<file path="config.mk">
export PLATFORM = sky130hd
export DESIGN_NAME = omsc_top
export DESIGN_NICKNAME = d
export VERILOG_FILES = /design/src/omsc_pkg.sv /design/src/omsc_top.sv
export SDC_FILE = /design/constraint.sdc
export NUM_CORES = 1
export LEC_CHECK = 0
export BUFFER_PORTS_ARGS = -buffer_cell sky130_fd_sc_hd__buf_4
export CAP_MARGIN = 40
export CORE_MARGIN = 5
export CORE_UTILIZATION = 30
export CTS_CLUSTER_SIZE = 14
export DETAILED_ROUTE_END_ITERATION = 7
export MAX_ROUTING_LAYER = met4
export PLACE_DENSITY = 0.49
export RECOVER_POWER = 50
export SYNTH_ARGS = -nofsm -noshare
export SYNTH_HDL_FRONTEND = slang
export SYNTH_SLANG_ARGS = --single-unit
</file>
<file path="constraint.sdc">
create_clock -name i_ref_clk -period 3.6 [get_ports i_ref_clk]
set_input_delay 0.36 -clock i_ref_clk [delete_from_list [all_inputs] [get_ports i_ref_clk]]
set_output_delay 0.36 -clock i_ref_clk [all_outputs]
set_load 0.02 [all_outputs]
</file>
<file path="src/omsc_pkg.sv">
/*
 * Package for the operating-mode and strap configuration block: mode codes,
 * status layout and timing counts.
 * Assumes a 50 MHz reference clock.
 */
package omsc_pkg;

	typedef enum logic [2:0] {
		MODE_INIT      = 3'h0,
		MODE_NORMAL    = 3'h1,
		MODE_STOP      = 3'h2,
		MODE_SLEEP     = 3'h3,
		MODE_RESTART   = 3'h4,
		MODE_FAIL_SAFE = 3'h5
	} omsc_mode_t;

	localparam int CLK_PERIOD_NS = 20;
	// Test pin filter time in microseconds
	localparam int TEST_PIN_FILTER_TIME_US = 64;
	localparam int TEST_PIN_FILTER_CYC = (TEST_PIN_FILTER_TIME_US * 1000) / CLK_PERIOD_NS;
	// Reset delay time in microseconds
	localparam int RESET_DELAY_TIME_US = 100;
	localparam int RESET_DELAY_CYC = (RESET_DELAY_TIME_US * 1000 + CLK_PERIOD_NS - 1)
		/ CLK_PERIOD_NS;
	// Strap filter time in microseconds
	localparam int STRAP_FILTER_TIME_US = 16;
	localparam int STRAP_FILTER_CYC = (STRAP_FILTER_TIME_US * 1000) / CLK_PERIOD_NS;

	localparam int CNT_W = 20;

	// Status word layout
	localparam int STAT_W          = 8;
	localparam int STAT_MODE_LSB   = 0;
	localparam int STAT_DEV_MODE   = 3;
	localparam int STAT_CRC_EN     = 4;
	localparam int STAT_WD_RST_EN  = 5;
	localparam int STAT_LONG_WIN   = 6;
	localparam int STAT_POR_FLAG   = 7;

	localparam logic [STAT_W-1:0] STAT_RESET = 8'h80;

endpackage : omsc_pkg

</file>
<file path="src/omsc_top.sv">
/*
 * Operating-mode sequencer with hardware strap capture (development mode via
 * the test pin, SPI checksum via the PWM strap pin).
 * Assumes the SPI decoder and watchdog sit outside and deliver one-cycle
 * request pulses on the reference clock; pin levels and the thermal and supply
 * monitor levels are asynchronous and are synchronised here.
 */
// How it works
// - Power-up and soft reset both lead into initialisation mode.
// - Stop mode keeps the main regulator output switched on.
// - Sleep mode switches the main regulator output off.
// - Wake from sleep/fail-safe, watchdog fail or undervoltage pass through restart.
// - Critical failure such as overtemperature forces fail-safe mode.
// - Development mode leaves every normal mode reachable.
// - Development mode: watchdog runs, failures go to interrupt, not reset.
// - Host may re-enable watchdog reset while in development mode.
// - Every watchdog start begins with the long open window.
// - Configuration and diagnosis travel over 32-bit SPI, host is master.
// - Straps accepted only in init after power-up; checksum strap also in restart.
// - After reset output release, test pin is weakly pulled high.
// - Development selection needs init from power-up, supply good, POR flag, reset high.
// - Low filtered test pin plus any SPI command latches development mode.
// - Test pin pulled up or floating selects normal operation.
// - Test pin filtered; filtered value starts at 1 on reset output rise.
// - Mode change without SPI command while monitoring cancels development mode.
// - Strap pin pulled down enables SPI checksum, else disabled.
// - Checksum strap filtered during reset delay, latched on reset output rise.
`timescale 1ns/1ns
module omsc_top
	import omsc_pkg::*;
(
	// Clock and reset
	input  wire logic                  i_ref_clk,
	input  wire logic                  i_arst_n,
	// Pins and analog monitors (asynchronous)
	input  wire logic                  i_test_pin,
	input  wire logic                  i_pwm_checksum_strap_pin,
	input  wire logic                  i_main_regulator_good,
	input  wire logic                  i_critical_fail,
	// Events from neighbouring logic (one-cycle pulses)
	input  wire logic                  i_spi_cmd_done,
	input  wire logic                  i_req_normal,
	input  wire logic                  i_req_stop,
	input  wire logic                  i_req_sleep,
	input  wire logic                  i_soft_reset,
	input  wire logic                  i_wake_event,
	input  wire logic                  i_wd_fail,
	input  wire logic                  i_wd_rst_enable,
	// Mode and pins
	output logic [2:0]                 o_mode,
	output logic                       o_main_regulator_on,
	output logic                       o_reset_output_n,
	output logic                       o_test_pin_pullup_en,
	output logic                       o_int_pulse,
	output logic                       o_wd_start_long_window,
	// Configuration and status
	output logic                       o_dev_mode,
	output logic                       o_crc_en,
	output logic [omsc_pkg::STAT_W-1:0] o_status
);
	import omsc_pkg::*;

	// Reset release through two flops
	logic rst_s1_ff, rst_n_ff;
	always_ff @(posedge i_ref_clk or negedge i_arst_n) begin
		if (!i_arst_n) begin
			rst_s1_ff <= 1'b0;
			rst_n_ff  <= 1'b0;
		end else begin
			rst_s1_ff <= 1'b1;
			rst_n_ff  <= rst_s1_ff;
		end
	end

	// Pin synchronisers; only the second stage is read
	logic [3:0] sync1_ff, sync2_ff;
	always_ff @(posedge i_ref_clk or negedge rst_n_ff) begin
		if (!rst_n_ff) begin
			// Idle levels: no critical failure, regulator good, both pins high
			sync1_ff <= 4'h7;
			sync2_ff <= 4'h7;
		end else begin
			sync1_ff <= {i_critical_fail, i_main_regulator_good,
				i_pwm_checksum_strap_pin, i_test_pin};
			sync2_ff <= sync1_ff;
		end
	end
	wire test_s = sync2_ff[0];
	wire strap_s = sync2_ff[1];
	wire reg_good_s = sync2_ff[2];
	wire crit_s = sync2_ff[3];

	// State
	omsc_mode_t           mode_ff, nxt_mode;
	logic                 rstout_n_ff, nxt_rstout_n;
	logic [CNT_W-1:0]     dly_ff, nxt_dly;
	logic                 from_por_ff, nxt_from_por;
	logic                 por_flag_ff, nxt_por_flag;
	logic                 tflt_ff, nxt_tflt;
	logic [CNT_W-1:0]     tcnt_ff, nxt_tcnt;
	logic                 sflt_ff, nxt_sflt;
	logic [CNT_W-1:0]     scnt_ff, nxt_scnt;
	logic                 dev_ff, nxt_dev;
	logic                 crc_ff, nxt_crc;
	logic                 wdrst_ff, nxt_wdrst;
	logic                 int_ff, nxt_int;
	logic                 lw_ff, nxt_lw;
	logic                 pu_ff, nxt_pu;

	// Development selection window open
	logic dev_window;
	logic cmd_mode_chg;
	logic wd_reset;

	always_comb begin
		nxt_mode     = mode_ff;
		nxt_rstout_n = rstout_n_ff;
		nxt_dly      = dly_ff;
		nxt_from_por = from_por_ff;
		nxt_por_flag = por_flag_ff;
		nxt_tflt     = tflt_ff;
		nxt_tcnt     = tcnt_ff;
		nxt_sflt     = sflt_ff;
		nxt_scnt     = scnt_ff;
		nxt_dev      = dev_ff;
		nxt_crc      = crc_ff;
		nxt_wdrst    = wdrst_ff;
		nxt_int      = 1'b0;
		nxt_lw       = 1'b0;
		nxt_pu       = pu_ff;
		cmd_mode_chg = i_req_normal | i_req_stop | i_req_sleep;

		wd_reset = i_wd_fail & (~dev_ff | wdrst_ff);
		if (i_wd_fail && !wd_reset) begin
			nxt_int = 1'b1;
		end
		if (dev_ff && i_wd_rst_enable) begin
			nxt_wdrst = 1'b1;
		end

		dev_window = (mode_ff == MODE_INIT) && from_por_ff && reg_good_s
			&& por_flag_ff && rstout_n_ff;

		// Test pin filter, restarts at 1 on reset rise
		if (!rstout_n_ff) begin
			nxt_tflt = 1'b1;
			nxt_tcnt = '0;
		end else if (test_s == tflt_ff) begin
			nxt_tcnt = '0;
		end else if (tcnt_ff >= CNT_W'(TEST_PIN_FILTER_CYC - 1)) begin
			nxt_tflt = test_s;
			nxt_tcnt = '0;
		end else begin
			nxt_tcnt = tcnt_ff + 1'b1;
		end

		// Strap filter runs during reset delay
		if (rstout_n_ff || strap_s == sflt_ff) begin
			nxt_scnt = '0;
		end else if (scnt_ff >= CNT_W'(STRAP_FILTER_CYC - 1)) begin
			nxt_sflt = strap_s;
			nxt_scnt = '0;
		end else begin
			nxt_scnt = scnt_ff + 1'b1;
		end

		// Low pin plus any command latches; high pin keeps normal
		if (dev_window && !tflt_ff && i_spi_cmd_done) begin
			nxt_dev = 1'b1;
		end

		// Reset output sequencing and mode machine
		if (!rstout_n_ff) begin
			if (dly_ff >= CNT_W'(RESET_DELAY_CYC - 1)) begin
				nxt_rstout_n = 1'b1;
				nxt_dly      = '0;
				// Long window on every watchdog start
				nxt_lw       = 1'b1;
				nxt_pu       = 1'b1;
				// Checksum strap latched in init-from-POR or restart
				if ((mode_ff == MODE_INIT && from_por_ff) || mode_ff == MODE_RESTART) begin
					nxt_crc = ~sflt_ff;
				end
				if (mode_ff == MODE_RESTART) begin
					nxt_mode = MODE_NORMAL;
				end
			end else begin
				nxt_dly = dly_ff + 1'b1;
			end
		end else begin
			case (mode_ff)
				MODE_INIT: begin
					if (i_req_normal) begin
						nxt_mode = MODE_NORMAL;
						nxt_por_flag = 1'b0;
						nxt_from_por = 1'b0;
					end
				end
				// All modes reachable regardless of development mode
				MODE_NORMAL: begin
					if (i_req_stop) begin
						nxt_mode = MODE_STOP;
					end else if (i_req_sleep) begin
						nxt_mode = MODE_SLEEP;
					end
				end
				MODE_STOP: begin
					if (i_req_normal) begin
						nxt_mode = MODE_NORMAL;
					end
				end
				// Wake from sleep or fail-safe goes to restart
				MODE_SLEEP, MODE_FAIL_SAFE: begin
					if (i_wake_event && !(mode_ff == MODE_FAIL_SAFE && crit_s)) begin
						nxt_mode = MODE_RESTART;
						nxt_rstout_n = 1'b0;
					end
				end
				default: begin
					nxt_mode = MODE_RESTART;
				end
			endcase
			if ((wd_reset || !reg_good_s) && mode_ff != MODE_SLEEP
				&& mode_ff != MODE_FAIL_SAFE) begin
				nxt_mode = MODE_RESTART;
				nxt_rstout_n = 1'b0;
			end
		end

		if (i_soft_reset) begin
			nxt_mode = MODE_INIT;
			nxt_rstout_n = 1'b0;
			nxt_dly = '0;
		end
		if (crit_s) begin
			nxt_mode = MODE_FAIL_SAFE;
			nxt_rstout_n = 1'b0;
		end
		// No watchdog start while an override holds the reset output low
		if (!nxt_rstout_n) begin
			nxt_pu = 1'b0;
			nxt_lw = 1'b0;
		end
		// Uncommanded mode change while monitoring drops development mode
		if (from_por_ff && nxt_mode != mode_ff && !cmd_mode_chg) begin
			nxt_dev = 1'b0;
		end
	end

	always_ff @(posedge i_ref_clk or negedge rst_n_ff) begin
		if (!rst_n_ff) begin
			mode_ff     <= MODE_INIT;
			rstout_n_ff <= 1'b0;
			dly_ff      <= '0;
			from_por_ff <= 1'b1;
			por_flag_ff <= 1'b1;
			tflt_ff     <= 1'b1;
			tcnt_ff     <= '0;
			sflt_ff     <= 1'b1;
			scnt_ff     <= '0;
			dev_ff      <= 1'b0;
			crc_ff      <= 1'b0;
			wdrst_ff    <= 1'b0;
			int_ff      <= 1'b0;
			lw_ff       <= 1'b0;
			pu_ff       <= 1'b0;
		end else begin
			mode_ff     <= nxt_mode;
			rstout_n_ff <= nxt_rstout_n;
			dly_ff      <= nxt_dly;
			from_por_ff <= nxt_from_por;
			por_flag_ff <= nxt_por_flag;
			tflt_ff     <= nxt_tflt;
			tcnt_ff     <= nxt_tcnt;
			sflt_ff     <= nxt_sflt;
			scnt_ff     <= nxt_scnt;
			dev_ff      <= nxt_dev;
			crc_ff      <= nxt_crc;
			wdrst_ff    <= nxt_wdrst;
			int_ff      <= nxt_int;
			lw_ff       <= nxt_lw;
			pu_ff       <= nxt_pu;
		end
	end

	// Registered outputs; regulator decoded one cycle ahead from next mode
	logic reg_on_ff;
	logic [STAT_W-1:0] stat_ff;
	always_ff @(posedge i_ref_clk or negedge rst_n_ff) begin
		if (!rst_n_ff) begin
			reg_on_ff <= 1'b1;
			stat_ff   <= STAT_RESET;
		end else begin
			reg_on_ff <= (nxt_mode != MODE_SLEEP);
			// Status field for the SPI read path
			stat_ff <= {nxt_por_flag, nxt_lw, nxt_wdrst, nxt_crc, nxt_dev, nxt_mode};
		end
	end

	assign o_mode                 = mode_ff;
	assign o_main_regulator_on    = reg_on_ff;
	assign o_reset_output_n       = rstout_n_ff;
	assign o_test_pin_pullup_en   = pu_ff;
	assign o_int_pulse            = int_ff;
	assign o_wd_start_long_window = lw_ff;
	assign o_dev_mode             = dev_ff;
	assign o_crc_en               = crc_ff;
	assign o_status               = stat_ff;

endmodule : omsc_top

</file>
Word-level counts from Yosys, hierarchy flattened
Index checks and enable logic that the tools add are counted.
Cells by class
  $add $sub $neg: 3
  magnitude comparators: 3
  eq/ne operators: 16
  multiplexer cells: 44
  bitwise gates (word level): 7
  reduce and logical (&&, ||, !) cells: 29
Operator list (number)
  20-bit two-way mux: 8
  20-bit by 1-bit adder with 20-bit output, second input constant: 3
  3-bit two-way mux: 10
  1-bit two-way mux: 25
  20-bit by 10-bit greater-or-equal comparator with 1-bit output, second input constant: 1
  20-bit by 12-bit greater-or-equal comparator with 1-bit output, second input constant: 1
  20-bit by 13-bit greater-or-equal comparator with 1-bit output, second input constant: 1
  1-bit logical AND: 14
  3-bit one-hot mux with 3 select lines: 1
  3-bit by 2-bit == test with 1-bit output, second input constant: 2
  3-bit == test, second input constant: 2
  2-bit != test, second input constant: 3
  3-bit by 2-bit != test with 1-bit output, second input constant: 2
  2-bit AND reduction: 3
  1-bit logical NOT: 5
  2-bit by 1-bit != test with 1-bit output, second input constant: 2
  2-bit OR reduction: 2
  3-bit by 1-bit == test with 1-bit output, second input constant: 1
  3-bit logical NOT: 1
  1-bit logical OR: 3
  3-bit != test: 1
  3-bit != test, second input constant: 1
  1-bit NOT: 3
  1-bit bitwise OR: 3
  other kinds (3): 4
Word-level totals
  flip-flop bits (word level): 93
  input port bits: 14
  output and inout bits: 18
  logic and storage cells: 123

Depth between registers and ports, before layout
Gate-level depths: netlist (run 1).
  word-level depth: 14
  mapped depth: 9
  depth with buffers taken out: 7

Least setup slack after synthesis (run 1)
OpenSTA, ideal clock, no wires.
  path type: reg-to-reg
  start point: register dly_ff[16]
  end point: register dly_ff[9]
  setup time: 0.076 ns
  arrival time: 1.963 ns
  required time: 3.524 ns
  slack: 1.561 ns
  stages on the path, launching flop included: 7
  buffers on the path: 0
  clock period less this slack: 2.039 ns
  cell sequence: dfrtp_1 -> or4_4 -> nor4_4 -> a21oi_2 -> or3_4 -> or3_1 -> o21ai_1
On the way
  cells in the longest elaborated chain, start to end: 4
RTL lines
  from (decl): RTL line omsc_top.sv:96  | logic [CNT_W-1:0] dly_ff, nxt_dly;
  from (signal assigned): RTL line omsc_top.sv:270  | dly_ff <= nxt_dly;
  20-bit by 13-bit greater-or-equal comparator with 1-bit output: RTL line omsc_top.sv:174  | if (dly_ff >= CNT_W'(RESET_DELAY_CYC - 1)) begin
  20-bit two-way mux: RTL line omsc_top.sv:174
  20-bit two-way mux: RTL line omsc_top.sv:173  | if (!rstout_n_ff) begin
  20-bit two-way mux: RTL line omsc_top.sv:230  | if (i_soft_reset) begin
Every way passes these cells. The select of a mux whose other input is x is not followed.
A chain may end at the register's enable or synchronous reset.

==> results of run 1 <==
==> logic make-up after synthesis <==
family,share of synthesized area
xor+xnor,0.0455
mux,0.0174
simple gates,0.192
compound gates,0.108
fa+ha+maj,0.0103
flops,0.585
buf+inv,0.0403
other cells,0.00205
==> placed cells by master (no fill, tap or decap), types with 2 or more instances in the layout <==
cell type   count
a21oi_1        10
or4_1           4
clkinvlp_4      2
nand4_1         2
xor2_1         14
buf_4          28
xnor2_1         5
conb_1         19
inv_1           7
a41oi_1         4
and3_1         13
o31a_1          3
or3_1           2
o21ai_0        13
inv_6           2
clkbuf_4        4
o31ai_1         2
o21ai_1         2
nor2_1         32
o211ai_1        4
nand2b_1        7
and4_1          2
and2_2          2
mux2i_1         3
nand3_1        14
nand2_1        19
and2_1          7
clkinv_2        2
mux2_2          3
clkbuf_16       9
dfstp_2        11
nor4_1          3
nor2b_1         6
ha_1            3
dfrtp_1        74
nor3_1          6
a31oi_1        13
==> path summary, 6_finish.rpt <==
kind                                       start                     to  slack, ns
max in group i_ref_clk     o_status[1]$_DFF_PN0_  o_status[3]$_DFF_PN0_       1.28
hold / removal                        i_test_pin  sync1_ff[0]$_DFF_PN1_       0.13
hold reg to reg              rst_s1_ff$_DFF_PN0_     rst_n_ff$_DFF_PN0_       0.35
setup reg to reg              rst_n_ff$_DFF_PN0_  dly_ff[7]$_DFFE_PN0P_       1.22
setup / recovery              rst_n_ff$_DFF_PN0_  dly_ff[7]$_DFFE_PN0P_       1.22
min in group asynchronous               i_arst_n    rst_s1_ff$_DFF_PN0_       0.33
==> layer usage <==
layer  wire (um)  share of wire
met1        3320           0.47
met2        3420           0.48
met3         269          0.038
met4          71          0.010
met5           0              0
==> stage by stage <==
stage | utilization | hold WS (ns) | total power [W] | cell area, um2 | setup WS, ns
floorplan | - | 0.0644 | 0.00108 | 3720 | 1.08
global placement | 0.336 | 0.143 | 0.00111 | 4040 | 1.31
detailed placement | 0.339 | 0.143 | 0.00111 | 4070 | 1.33
CTS | 0.364 | 0.114 | 0.00204 | 4370 | 1.31
global route | 0.362 | 0.119 | 0.00209 | 4340 | 0.654
finish | 0.362 | 0.131 | 0.00200 | 4340 | 1.22
==> where the power goes <==
group / switching, W / internal [W] / total [W]
clock: 0.000376 / 0.000539 / 0.000915
sequential: 0.0000245 / 0.000981 / 0.00101
combinational: 0.0000480 / 0.0000348 / 0.0000828
total: 0.000448 / 0.00156 / 0.00200
==> sequential cells by signal, summed over array words and instances, names as in the netlist, 4 cells and up <==
| name | count |
|---|---|
| dly_ff | 20 |
| o_status | 7 |
| scnt_ff | 20 |
| sync1_ff | 4 |
| sync2_ff | 4 |
| tcnt_ff | 20 |
==> final cells by class <==
cell class,count,area share
clock buffer,9,0.0518
clock inverter,7,0.0167
tap,147,0.0423
multi-input combinational,237,0.331
timing repair buffer,35,0.0596
inverter,7,0.00605
sequential,85,0.493
==> repair_timing <==
| item | in CTS | in global routing |
|---|---|---|
| endpoints found under the hold margin | 2 | 0 |
| hold buffers | 1 | 0 |
| setup endpoints to repair | 0 | 0 |
==> summary.md, run 1 <==
| Metric | Value |
|---|---|
| Status | `completed` |
| Post-Syn Area | `0.00366 mm2` |
| RSZ-0062 raised after global routing | `false` |
| Hold depth | `1` |
| Clock sink count | `85` |
| Peak supply drop | `0.000257 V` |
| DR vias | `2464` |
| Fraction of layout cells with a size suffix above 1 | `0.192` |
| Worst Setup Path Type | `register to async pin` |
| Sequential area share after synthesis | `0.585` |
| Max-cap viol count | `0` |
| Finished Layout Cells | `527` |
| Worst Path Buf+Inv | `1` |
| Count of state elements after synthesis | `85` |
| H-tree depth | `3` |
| Syn avg cell area | `about 11 um2` |
| Tightest Hold Check Type | `input port to register` |
| Total CTS buffers | `9` |
| Async SR Flop Fraction | `1.00` |
| Routed len/inst | `13.4 um` |
| Drt total wl | `7.09 mm` |
| IO Pins | `32` |
| CP Cell Sequence | `clkbuf_2` |
| Clock buffer depth | `2` |
| Placed insts | `510` |
| Pleak | `1.97 nW` |
| Worst Tran Pin Value | `1.28 ns` |
| Crit path DAT | `between 2 and 3 ns` |
| Core box area | `roughly 0.012 mm2` |
| RD Place Congestion | `0.786` |
| Post-synth EDFFs | `0` |
| Endpoints failing setup | `0` |
| Ant diodes | `0` |
| Routed Antenna Nets | `0` |
| Layout fillers | `around 1200` |
| First-pass GRT wire length | `11.8 mm` |
| Max stage delay cell, worst path | `dfrtp_1` |
| Die Ht | `120 um` |
| Final Cycle Share | `0.661` |
| Resized Gates After CTS | `0` |
| Req. time, crit path | `3.84 ns` |
| Crit path time final | `approximately 2.4 ns` |
| Initial DRC count | `about 110` |
| Initial Utilization | `0.305` |
| Clock tree from TritonCTS | `yes` |
| Initial antenna violation count | `0` |
| Multi-input gate area | `0.00144 mm2` |
| Cell area power density | `461 mW/mm2` |
| M2 GR Usage | `0.164` |
| Worst Path Max Fanout | `53` |
| Distinct cells, synth | `55` |
| Clock Skew | `0.00576 ns` |
| Grt total ovfl | `0` |
| Fin nets | `392` |
| R2r worst-path depth | `1` |
| TNS Setup | `0 ns` |
| Storage cell area | `0.00214 mm2` |
| Yosys Warn Count | `0` |
| Yosys top cell by area | `dfrtp_1` |
| Via density | `4.68` |
| GR Util met3 | `0.0295` |
| Largest net degree at the start of global routing | `54` |
| Die area | `0.0145 mm2` |
| Gr usage total | `0.104` |
| Root buf cell | `clkbuf_16` |
| Die span in x | `120 um` |
| Skew-Pair Late Insertion Delay | `0.33 ns` |
| Number of port buffers | `31` |
| Delay-heaviest family, CP | `flip-flops` |
| Critical Path End Type | `async pin` |
| Ys flop type | `dfrtp_1` |
| Setup bufs post-CTS | `0` |
| Synth top area share | `0.506` |
| Most frequent cells after synthesis | `dfrtp_1 (74), nor2_1 (32), nand2_1 (19)` |
| Area Growth Syn to Fin | `18.7%` |
| DRC Markers | `0` |
| # rows | `40` |
| FMAX | `~0.42 GHz` |
| CTS clk-pin slew, worst paths | `0.06 ns` |
| Crit path launch type | `register` |
| Most used routing layer in global routing | `met2` |
| Post-Syn Instances | `approximately 330` |
| Top-count cell post-synth | `dfrtp_1` |
| CP peak stage delay | `1.15 ns` |
| Max Slew Vio Count | `0` |
| Endpoints failing hold | `0` |
| Vias in the first global route | `2429` |
| Drt pass-1 iters | `4` |
| Top post-synthesis cells by area | `dfrtp_1 (51%), dfstp_2 (7.9%), xor2_1 (3.3%), nor2_1 (3.3%), a31oi_1 (2.2%)` |
| Met1 GRT Util | `0.128` |
| Worst path depth | `1` |
| Dpl hpwl | `4.88 mm` |
| Slew margin rel. | `0.150` |
Power figures use the tool's default switching activity.
==> run 2: changes to the inputs <==
- ABC_AREA: not set -> 1
- clock period: 3.6 -> 2.4 ns (I/O delays scaled with it)
==> summary.md, run 2 <==
| Metric | Value |
|---|---|
| Drt total wl | `6.74 mm (-4.8%)` |
| Fin nets | `470 (+20%)` |
| Clk pwr share | `0.498 (+0.041)` |
| Worst Path Max Fanout | `13 (-75%)` |
| Die Ht | `121 um (+0.50%)` |
| Routed Antenna Nets | `0 (unchanged)` |
| Final Instance Area | `0.00453 mm2 (+4.3%)` |
| Post-Syn Area | `0.00370 mm2 (+1.1%)` |
| DRC Markers | `0 (unchanged)` |
| Total CTS buffers | `9 (unchanged)` |
| Async SR Flop Fraction | `1.00 (unchanged)` |
| Largest family of logic cells by synthesized area | `simple AND/OR/NAND/NOR gates` |
| Sequential area share after synthesis | `0.578 (-0.00633)` |
| Synth top area share | `0.500 (-0.00547)` |
| Slew margin rel. | `0.292 (+0.143)` |
| Post-Syn Instances | `400 (+20%)` |
| Most common cell after layout, fill and taps aside | `dfrtp_1` |
| Resized Gates After CTS | `0 (unchanged)` |
| Fraction of layout cells with a size suffix above 1 | `0.175 (-0.0174)` |
| Sw frac | `0.215 (-0.00897)` |
| Cell area power density | `719 mW/mm2 (+56%)` |
| Yosys Warn Count | `0 (unchanged)` |
| Switching power | `0.000700 W (+56%)` |
| Placed insts | `606 (+19%)` |
| Post-synth EDFFs | `0 (unchanged)` |
| Final Cycle Share | `0.850 (+0.190)` |
| Internal power | `0.00256 W (+64%)` |
| Routed len/inst | `10.8 um (-20%)` |
| Crit path launch type | `register` |
| First-pass GRT wire length | `11.7 mm (-0.29%)` |
| Skew-Pair Late Insertion Delay | `0.33 ns (about the same)` |
| Syn avg cell area | `9.25 um2 (-16%)` |
| Compound-cell area share of the yosys netlist | `0.0646 (-0.0431)` |
| Clock tree from TritonCTS | `yes` |
| Req. time, crit path | `2.63 ns (-1.21 ns)` |
| Die span in x | `121 um (+0.50%)` |
| Clock sink count | `85 (unchanged)` |
| Endpoints failing hold | `0 (unchanged)` |
| Tightest Hold Check Type | `input port to register` |
| Largest net degree at the start of global routing | `58 (+7.4%)` |
| Setup bufs post-CTS | `0 (unchanged)` |
| Count of hold-fix buffers inserted at cts | `3 (+2)` |
| Finished Layout Cells | `626 (+19%)` |
| Worst Setup Path Type | `register to register` |
| Status | `completed` |
| Mux cell area share after synthesis | `0.00575 (-0.0117)` |
| Crit path time final | `2.04 ns (-0.337 ns)` |
| Tot Pwr | `0.00326 W (+63%)` |
| Most frequent cells in the layout | `dfrtp_1 (74), nand2_1 (72), nor2_1 (60)` |
| CTS clk-pin slew, worst paths | `0.06 ns (about the same)` |
| Ant diodes | `0 (unchanged)` |
| RSZ-0062 raised after global routing | `false` |
| Most frequent cells after synthesis | `dfrtp_1 (74), nand2_1 (72), nor2_1 (60)` |
| Seq pwr share | `0.462 (-0.040)` |
| Distinct cells, synth | `41 (-25%)` |
| Die area | `0.0147 mm2 (+1.0%)` |
| Max Slew Vio Count | `0 (unchanged)` |
| Max-cap viol count | `0 (unchanged)` |
| Crit path DAT | `2.27 ns (-0.34 ns)` |
| Core box area | `0.0121 mm2 (+0.42%)` |
| Top-count cell post-synth | `dfrtp_1` |
| Grt total ovfl | `0 (unchanged)` |
| Worst Tran Pin Value | `1.06 ns (-0.214 ns)` |
| Post-DP Area | `0.00416 mm2 (+2.2%)` |
| Top post-synthesis cells by area | `dfrtp_1 (50%), dfstp_2 (7.8%), nand2_1 (7.3%), nor2_1 (6.1%), inv_1 (5.2%)` |
| Vias in the first global route | `2512 (+3.4%)` |
| Simple-gate share of the synthesized area | `0.233 (+0.0409)` |
| Initial antenna violation count | `0 (unchanged)` |
| Drt pass-1 iters | `4 (unchanged)` |
| Biggest regs | `dly_ff x20, scnt_ff x20, tcnt_ff x20` |
| Post-synthesis adder-cell area fraction | `0.0101 (-0.000111)` |
| DR vias | `2590 (+5.1%)` |
| Ys flop type | `dfrtp_1` |
| H-tree depth | `3 (unchanged)` |
| Clock Skew | `0.0105 ns (+0.00475 ns)` |
| Clock buffer depth | `2 (unchanged)` |
| Post-synthesis xor/xnor area fraction | `0.0284 (-0.0171)` |
| Via density | `4.14 (-12%)` |
| Critical Path End Type | `register` |
| Root buf cell | `clkbuf_16` |
| Min Hold Slack | `0.0370 ns (-0.0941 ns)` |
| Area Growth Syn to Fin | `22.4%` |
| Endpoints failing setup | `0 (unchanged)` |
| Gr usage total | `0.103 (-0.000955)` |
| Peak supply drop | `0.000297 V (+16%)` |
| IO Pins | `32 (unchanged)` |
| Initial Utilization | `0.307 (+0.00205)` |
| Combinational Power Share | `0.040 (about the same)` |
| RD Place Congestion | `0.790 (+0.45%)` |
| Dpl hpwl | `4.91 mm (+0.58%)` |
| # rows | `40 (unchanged)` |
| Yosys top cell by area | `dfrtp_1` |
| Number of port buffers | `31 (unchanged)` |
| Initial DRC count | `89 (-21%)` |
| Pleak | `2.05 nW (+4.4%)` |
| Count of state elements after synthesis | `85 (unchanged)` |
| TNS Setup | `0 ns (unchanged)` |
| FMAX | `0.490 GHz (+17%)` |
run 2: cell count changes after synthesis, sizes merged, moves of 6 or more:
cell / delta
nand2: +57
nand3: +11
a31oi: -11
clkbuf: -10
nor2: +29
and2: -10
xor2: -6
nand2b: -7
nor2b: -6
and3: -12
inv: +48
nor3: +9
run 2: through the flow:
stage | utilization | setup WS, ns
global route | 0.376 | 0.133
floorplan | - | 0.812
detailed placement | 0.345 | 0.371
finish | 0.376 | 0.359
global placement | 0.345 | 0.443
CTS | 0.377 | 0.354
run 2: final timing paths:
check | startpoint | end | slack, ns | depth (start not counted)
worst min register to register | rst_s1_ff$_DFF_PN0_ | rst_n_ff$_DFF_PN0_ | 0.36 | 0
worst max register to register | dly_ff[0]$_DFFE_PN0P_ | dly_ff[6]$_DFFE_PN0P_ | 0.36 | 7
max in group asynchronous | rst_n_ff$_DFF_PN0_ | dly_ff[6]$_DFFE_PN0P_ | 0.55 | 1
worst min-delay path | i_critical_fail | sync1_ff[3]$_DFF_PN0_ | 0.04 | 1
min in group asynchronous | i_arst_n | rst_s1_ff$_DFF_PN0_ | 0.21 | 2
worst max-delay path | dly_ff[0]$_DFFE_PN0P_ | dly_ff[6]$_DFFE_PN0P_ | 0.36 | 7
run 2: kinds of logic after synthesis:
| logic type | count (synthesis) |
|---|---|
| adders and majority gates | 3 |
| other | 2 |
| xor gates and xnor gates | 12 |
| DFF | 85 |
| and+or+nand+nor | 191 |
| muxes | 2 |
| AOI/OAI and AO/OA | 38 |
| buffers and inverters | 67 |
run 2: final cells by class:
type / instances / area (um2)
Clock buffer: 9 / 225
Sequential cell: 85 / 2140
Clock inverter: 7 / 129
Multi-Input combinational cell: 265 / 1340
Tap cell: 168 / 210
Fill cell: 1206 / 7530
Inverter: 55 / 206
Timing Repair Buffer: 37 / 284
run 2: critical path: stages (launching register included):
cell      delay (ns)
dfrtp_1         0.41
ha_1            0.25
a21oi_1         0.14
nor2_1          0.05
nand2_1         0.05
nand3_1         0.15
nand3b_1        0.51
o32ai_1         0.37
run 2: power by group through the flow:
stage | clock network, W | registers, W | logic [W]
after CTS | 0.00167 | 0.00151 | 0.000136
after floorplan | 0 | 0.00154 | 0.0000734
final | 0.00162 | 0.00150 | 0.000131
after global placement | 0 | 0.00153 | 0.000132
after detailed placement | 0 | 0.00153 | 0.000132
after global routing | 0.00174 | 0.00151 | 0.000152
run 2: routing by layer:
metal  share of wire  GRT usage  up-vias
li1                -          -     1355
met1            0.51      0.140     1194
met2            0.44      0.148       32
met3           0.037     0.0238        9
met4           0.016     0.0425        0
met5               0          -        -
==> run 3: changes to the inputs <==
- clock period: 2.4 -> 2.3 ns (I/O delays scaled with it)
==> summary.md, run 3 (same netlist as run 2, synthesis figures left out) <==
| Metric | Value |
|---|---|
| Worst Path Buf+Inv | `0 (unchanged)` |
| RD Place Congestion | `0.821 (+4.0%)` |
| Total CTS buffers | `9 (unchanged)` |
| Cell area power density | `720 mW/mm2 (+0.20%)` |
| Dpl ws | `0.187 ns (-0.184 ns)` |
| Critical Path End Type | `register` |
| Core box area | `0.0121 mm2 (unchanged)` |
| Crit path time final | `2.09 ns (+0.0512 ns)` |
| Clock tree from TritonCTS | `yes` |
| Most frequent cells in the layout | `dfrtp_1 (74), nand2_1 (72), nor2_1 (60)` |
| TNS Setup | `0 ns (unchanged)` |
| Fin nets | `471 (+0.21%)` |
| Dpl hpwl | `5.02 mm (+2.1%)` |
| Gr usage total | `0.104 (+0.000971)` |
| Biggest regs | `dly_ff x20, scnt_ff x20, tcnt_ff x20` |
| Die Ht | `121 um (unchanged)` |
| Vias in the first global route | `2536 (+0.96%)` |
| Die span in x | `121 um (unchanged)` |
| Most common cell after layout, fill and taps aside | `dfrtp_1` |
| Clock Skew | `0.00570 ns (-0.00482 ns)` |
| Worst Path Max Fanout | `13 (unchanged)` |
| Max stage delay cell, worst path | `nand3b_1` |
| Fraction of layout cells with a size suffix above 1 | `0.176 (+0.00180)` |
| CP peak stage delay | `0.52 ns (about the same)` |
| Worst Tran Pin Value | `1.42 ns (+0.360 ns)` |
| Endpoints failing setup | `0 (unchanged)` |
| Initial DRC count | `85 (-4.5%)` |
| Initial Utilization | `0.307 (unchanged)` |
| Clock sink count | `85 (unchanged)` |
| Routed Antenna Nets | `0 (unchanged)` |
| Grt total ovfl | `0 (unchanged)` |
| Resized Gates After CTS | `0 (unchanged)` |
| Drt total wl | `7.00 mm (+3.8%)` |
| Status | `completed` |
| Ant diodes | `0 (unchanged)` |
| Req. time, crit path | `2.52 ns (-0.11 ns)` |
| H-tree depth | `3 (unchanged)` |
| First-pass GRT wire length | `11.8 mm (+0.35%)` |
| Max-cap viol count | `0 (unchanged)` |
| Crit path DAT | `2.32 ns (+0.05 ns)` |
| Pleak | `2.05 nW (-0.26%)` |
| Routed len/inst | `11.2 um (+3.6%)` |
| Drt pass-1 iters | `4 (unchanged)` |
| Skew-Pair Late Insertion Delay | `0.33 ns (about the same)` |
| Worst Setup Slack, final | `0.208 ns (-0.151 ns)` |
| CP Cell Sequence | `ha_1, a21oi_1, nor2_1, nand2_1, nand3_1, nand3b_1, o32ai_1` |
| Clock buffer depth | `2 (unchanged)` |
| Area Growth Syn to Fin | `22.3%` |
| Slew margin rel. | `0.0522 (-0.240)` |
| DRC Markers | `0 (unchanged)` |
| Post-route core utilization | `0.375 (-0.000415)` |
| FMAX | `0.478 GHz (-2.4%)` |
| Tightest Hold Check Type | `input port to register` |
| IO Pins | `32 (unchanged)` |
| Max Slew Vio Count | `0 (unchanged)` |
| Peak supply drop | `0.000406 V (+37%)` |
| Largest net degree at the start of global routing | `51 (-12%)` |
| Crit path launch type | `register` |
| Delay-heaviest family, CP | `simple AND/OR/NAND/NOR gates` |
| Initial antenna violation count | `0 (unchanged)` |
| RSZ-0062 raised after global routing | `false` |
| CTS clk-pin slew, worst paths | `0.06 ns (about the same)` |
| Via density | `4.21 (+1.7%)` |
| # rows | `40 (unchanged)` |
| Placed insts | `606 (unchanged)` |
| Die area | `0.0147 mm2 (unchanged)` |
| Worst Setup Path Type | `register to register` |
| Endpoints failing hold | `0 (unchanged)` |
| Root buf cell | `clkbuf_16` |
| DR vias | `2639 (+1.9%)` |
| Finished Layout Cells | `627 (+0.16%)` |
| Final Cycle Share | `0.910 (+0.0592)` |
| Number of port buffers | `31 (unchanged)` |
[run 3: cell types whose count changed in the layout (fill, tap and decap cells not counted), sizes merged]
cell,before,now
buf,27,28
bufinv,3,2
clkbuf,15,14
clkinv,0,1
clkinvlp,1,2
dlygate4sd3,4,5
inv,58,57
[run 3: per-layer routing]
| layer | GRT usage | part of all wire | vias to the layer above |
|---|---|---|---|
| met5 | - | 0 | - |
| met4 | 0.0361 | 0.014 | 0 |
| met3 | 0.0298 | 0.040 | 9 |
| met2 | 0.157 | 0.46 | 41 |
| met1 | 0.134 | 0.48 | 1238 |
| li1 | - | - | 1351 |
[run 3: layout make-up]
cell class	instances	area, um2
repair buffers	38	310
multi-input cells	265	1340
flip-flops and latches	85	2140
clock buffers	9	225
inverters	55	206
fillers	1258	7530
well taps	168	210
clock inverters	7	97.6
[run 3: timing repair]
item                                   4_1_cts  5_1_grt
buffers inserted                             0        0
endpoints found under the hold margin        6        0
hold buffers                                 5        0
setup endpoints to repair                    0        0
[run 3: per-stage QoR]
stage / hold slack [ns] / total power (W) / cell area [um2]
finish: 0.0939 / 0.00326 / 4530
global route: 0.0903 / 0.00340 / 4530
CTS: 0.0864 / 0.00332 / 4530
detailed placement: 0.0129 / 0.00174 / 4160
global placement: 0.0123 / 0.00174 / 4160
floorplan: -0.0656 / 0.00168 / 3770
[run 3: where the power goes]
group,internal [W],total [W],switching (W)
registers,0.00154,0.00157,0.0000359
logic,0.0000569,0.000138,0.0000813
clock network,0.000956,0.00155,0.000593
[run 3: path summary, 6_finish.rpt]
path / from / to / slack, ns / cells past startpoint
max in group asynchronous: rst_n_ff$_DFF_PN0_ / por_flag_ff$_DFFE_PN1P_ / 0.75 / 1
min: i_wd_rst_enable / o_status[5]$_DFF_PN0_ / 0.09 / 3
min in group asynchronous: i_arst_n / rst_n_ff$_DFF_PN0_ / 0.24 / 2
max reg2reg: dly_ff[0]$_DFFE_PN0P_ / dly_ff[6]$_DFFE_PN0P_ / 0.21 / 7
max: dly_ff[0]$_DFFE_PN0P_ / dly_ff[6]$_DFFE_PN0P_ / 0.21 / 7
min reg2reg: sync1_ff[1]$_DFF_PN1_ / sync2_ff[1]$_DFF_PN1_ / 0.36 / 0
[run 3: worst reg2reg max path, delay by kind of cell, from the launching register on]
kind	cells	cell delay [ns]
adders and majority gates	1	0.25
and+or+nand+nor	4	0.78
DFF	1	0.41
AOI/OAI and AO/OA	2	0.54
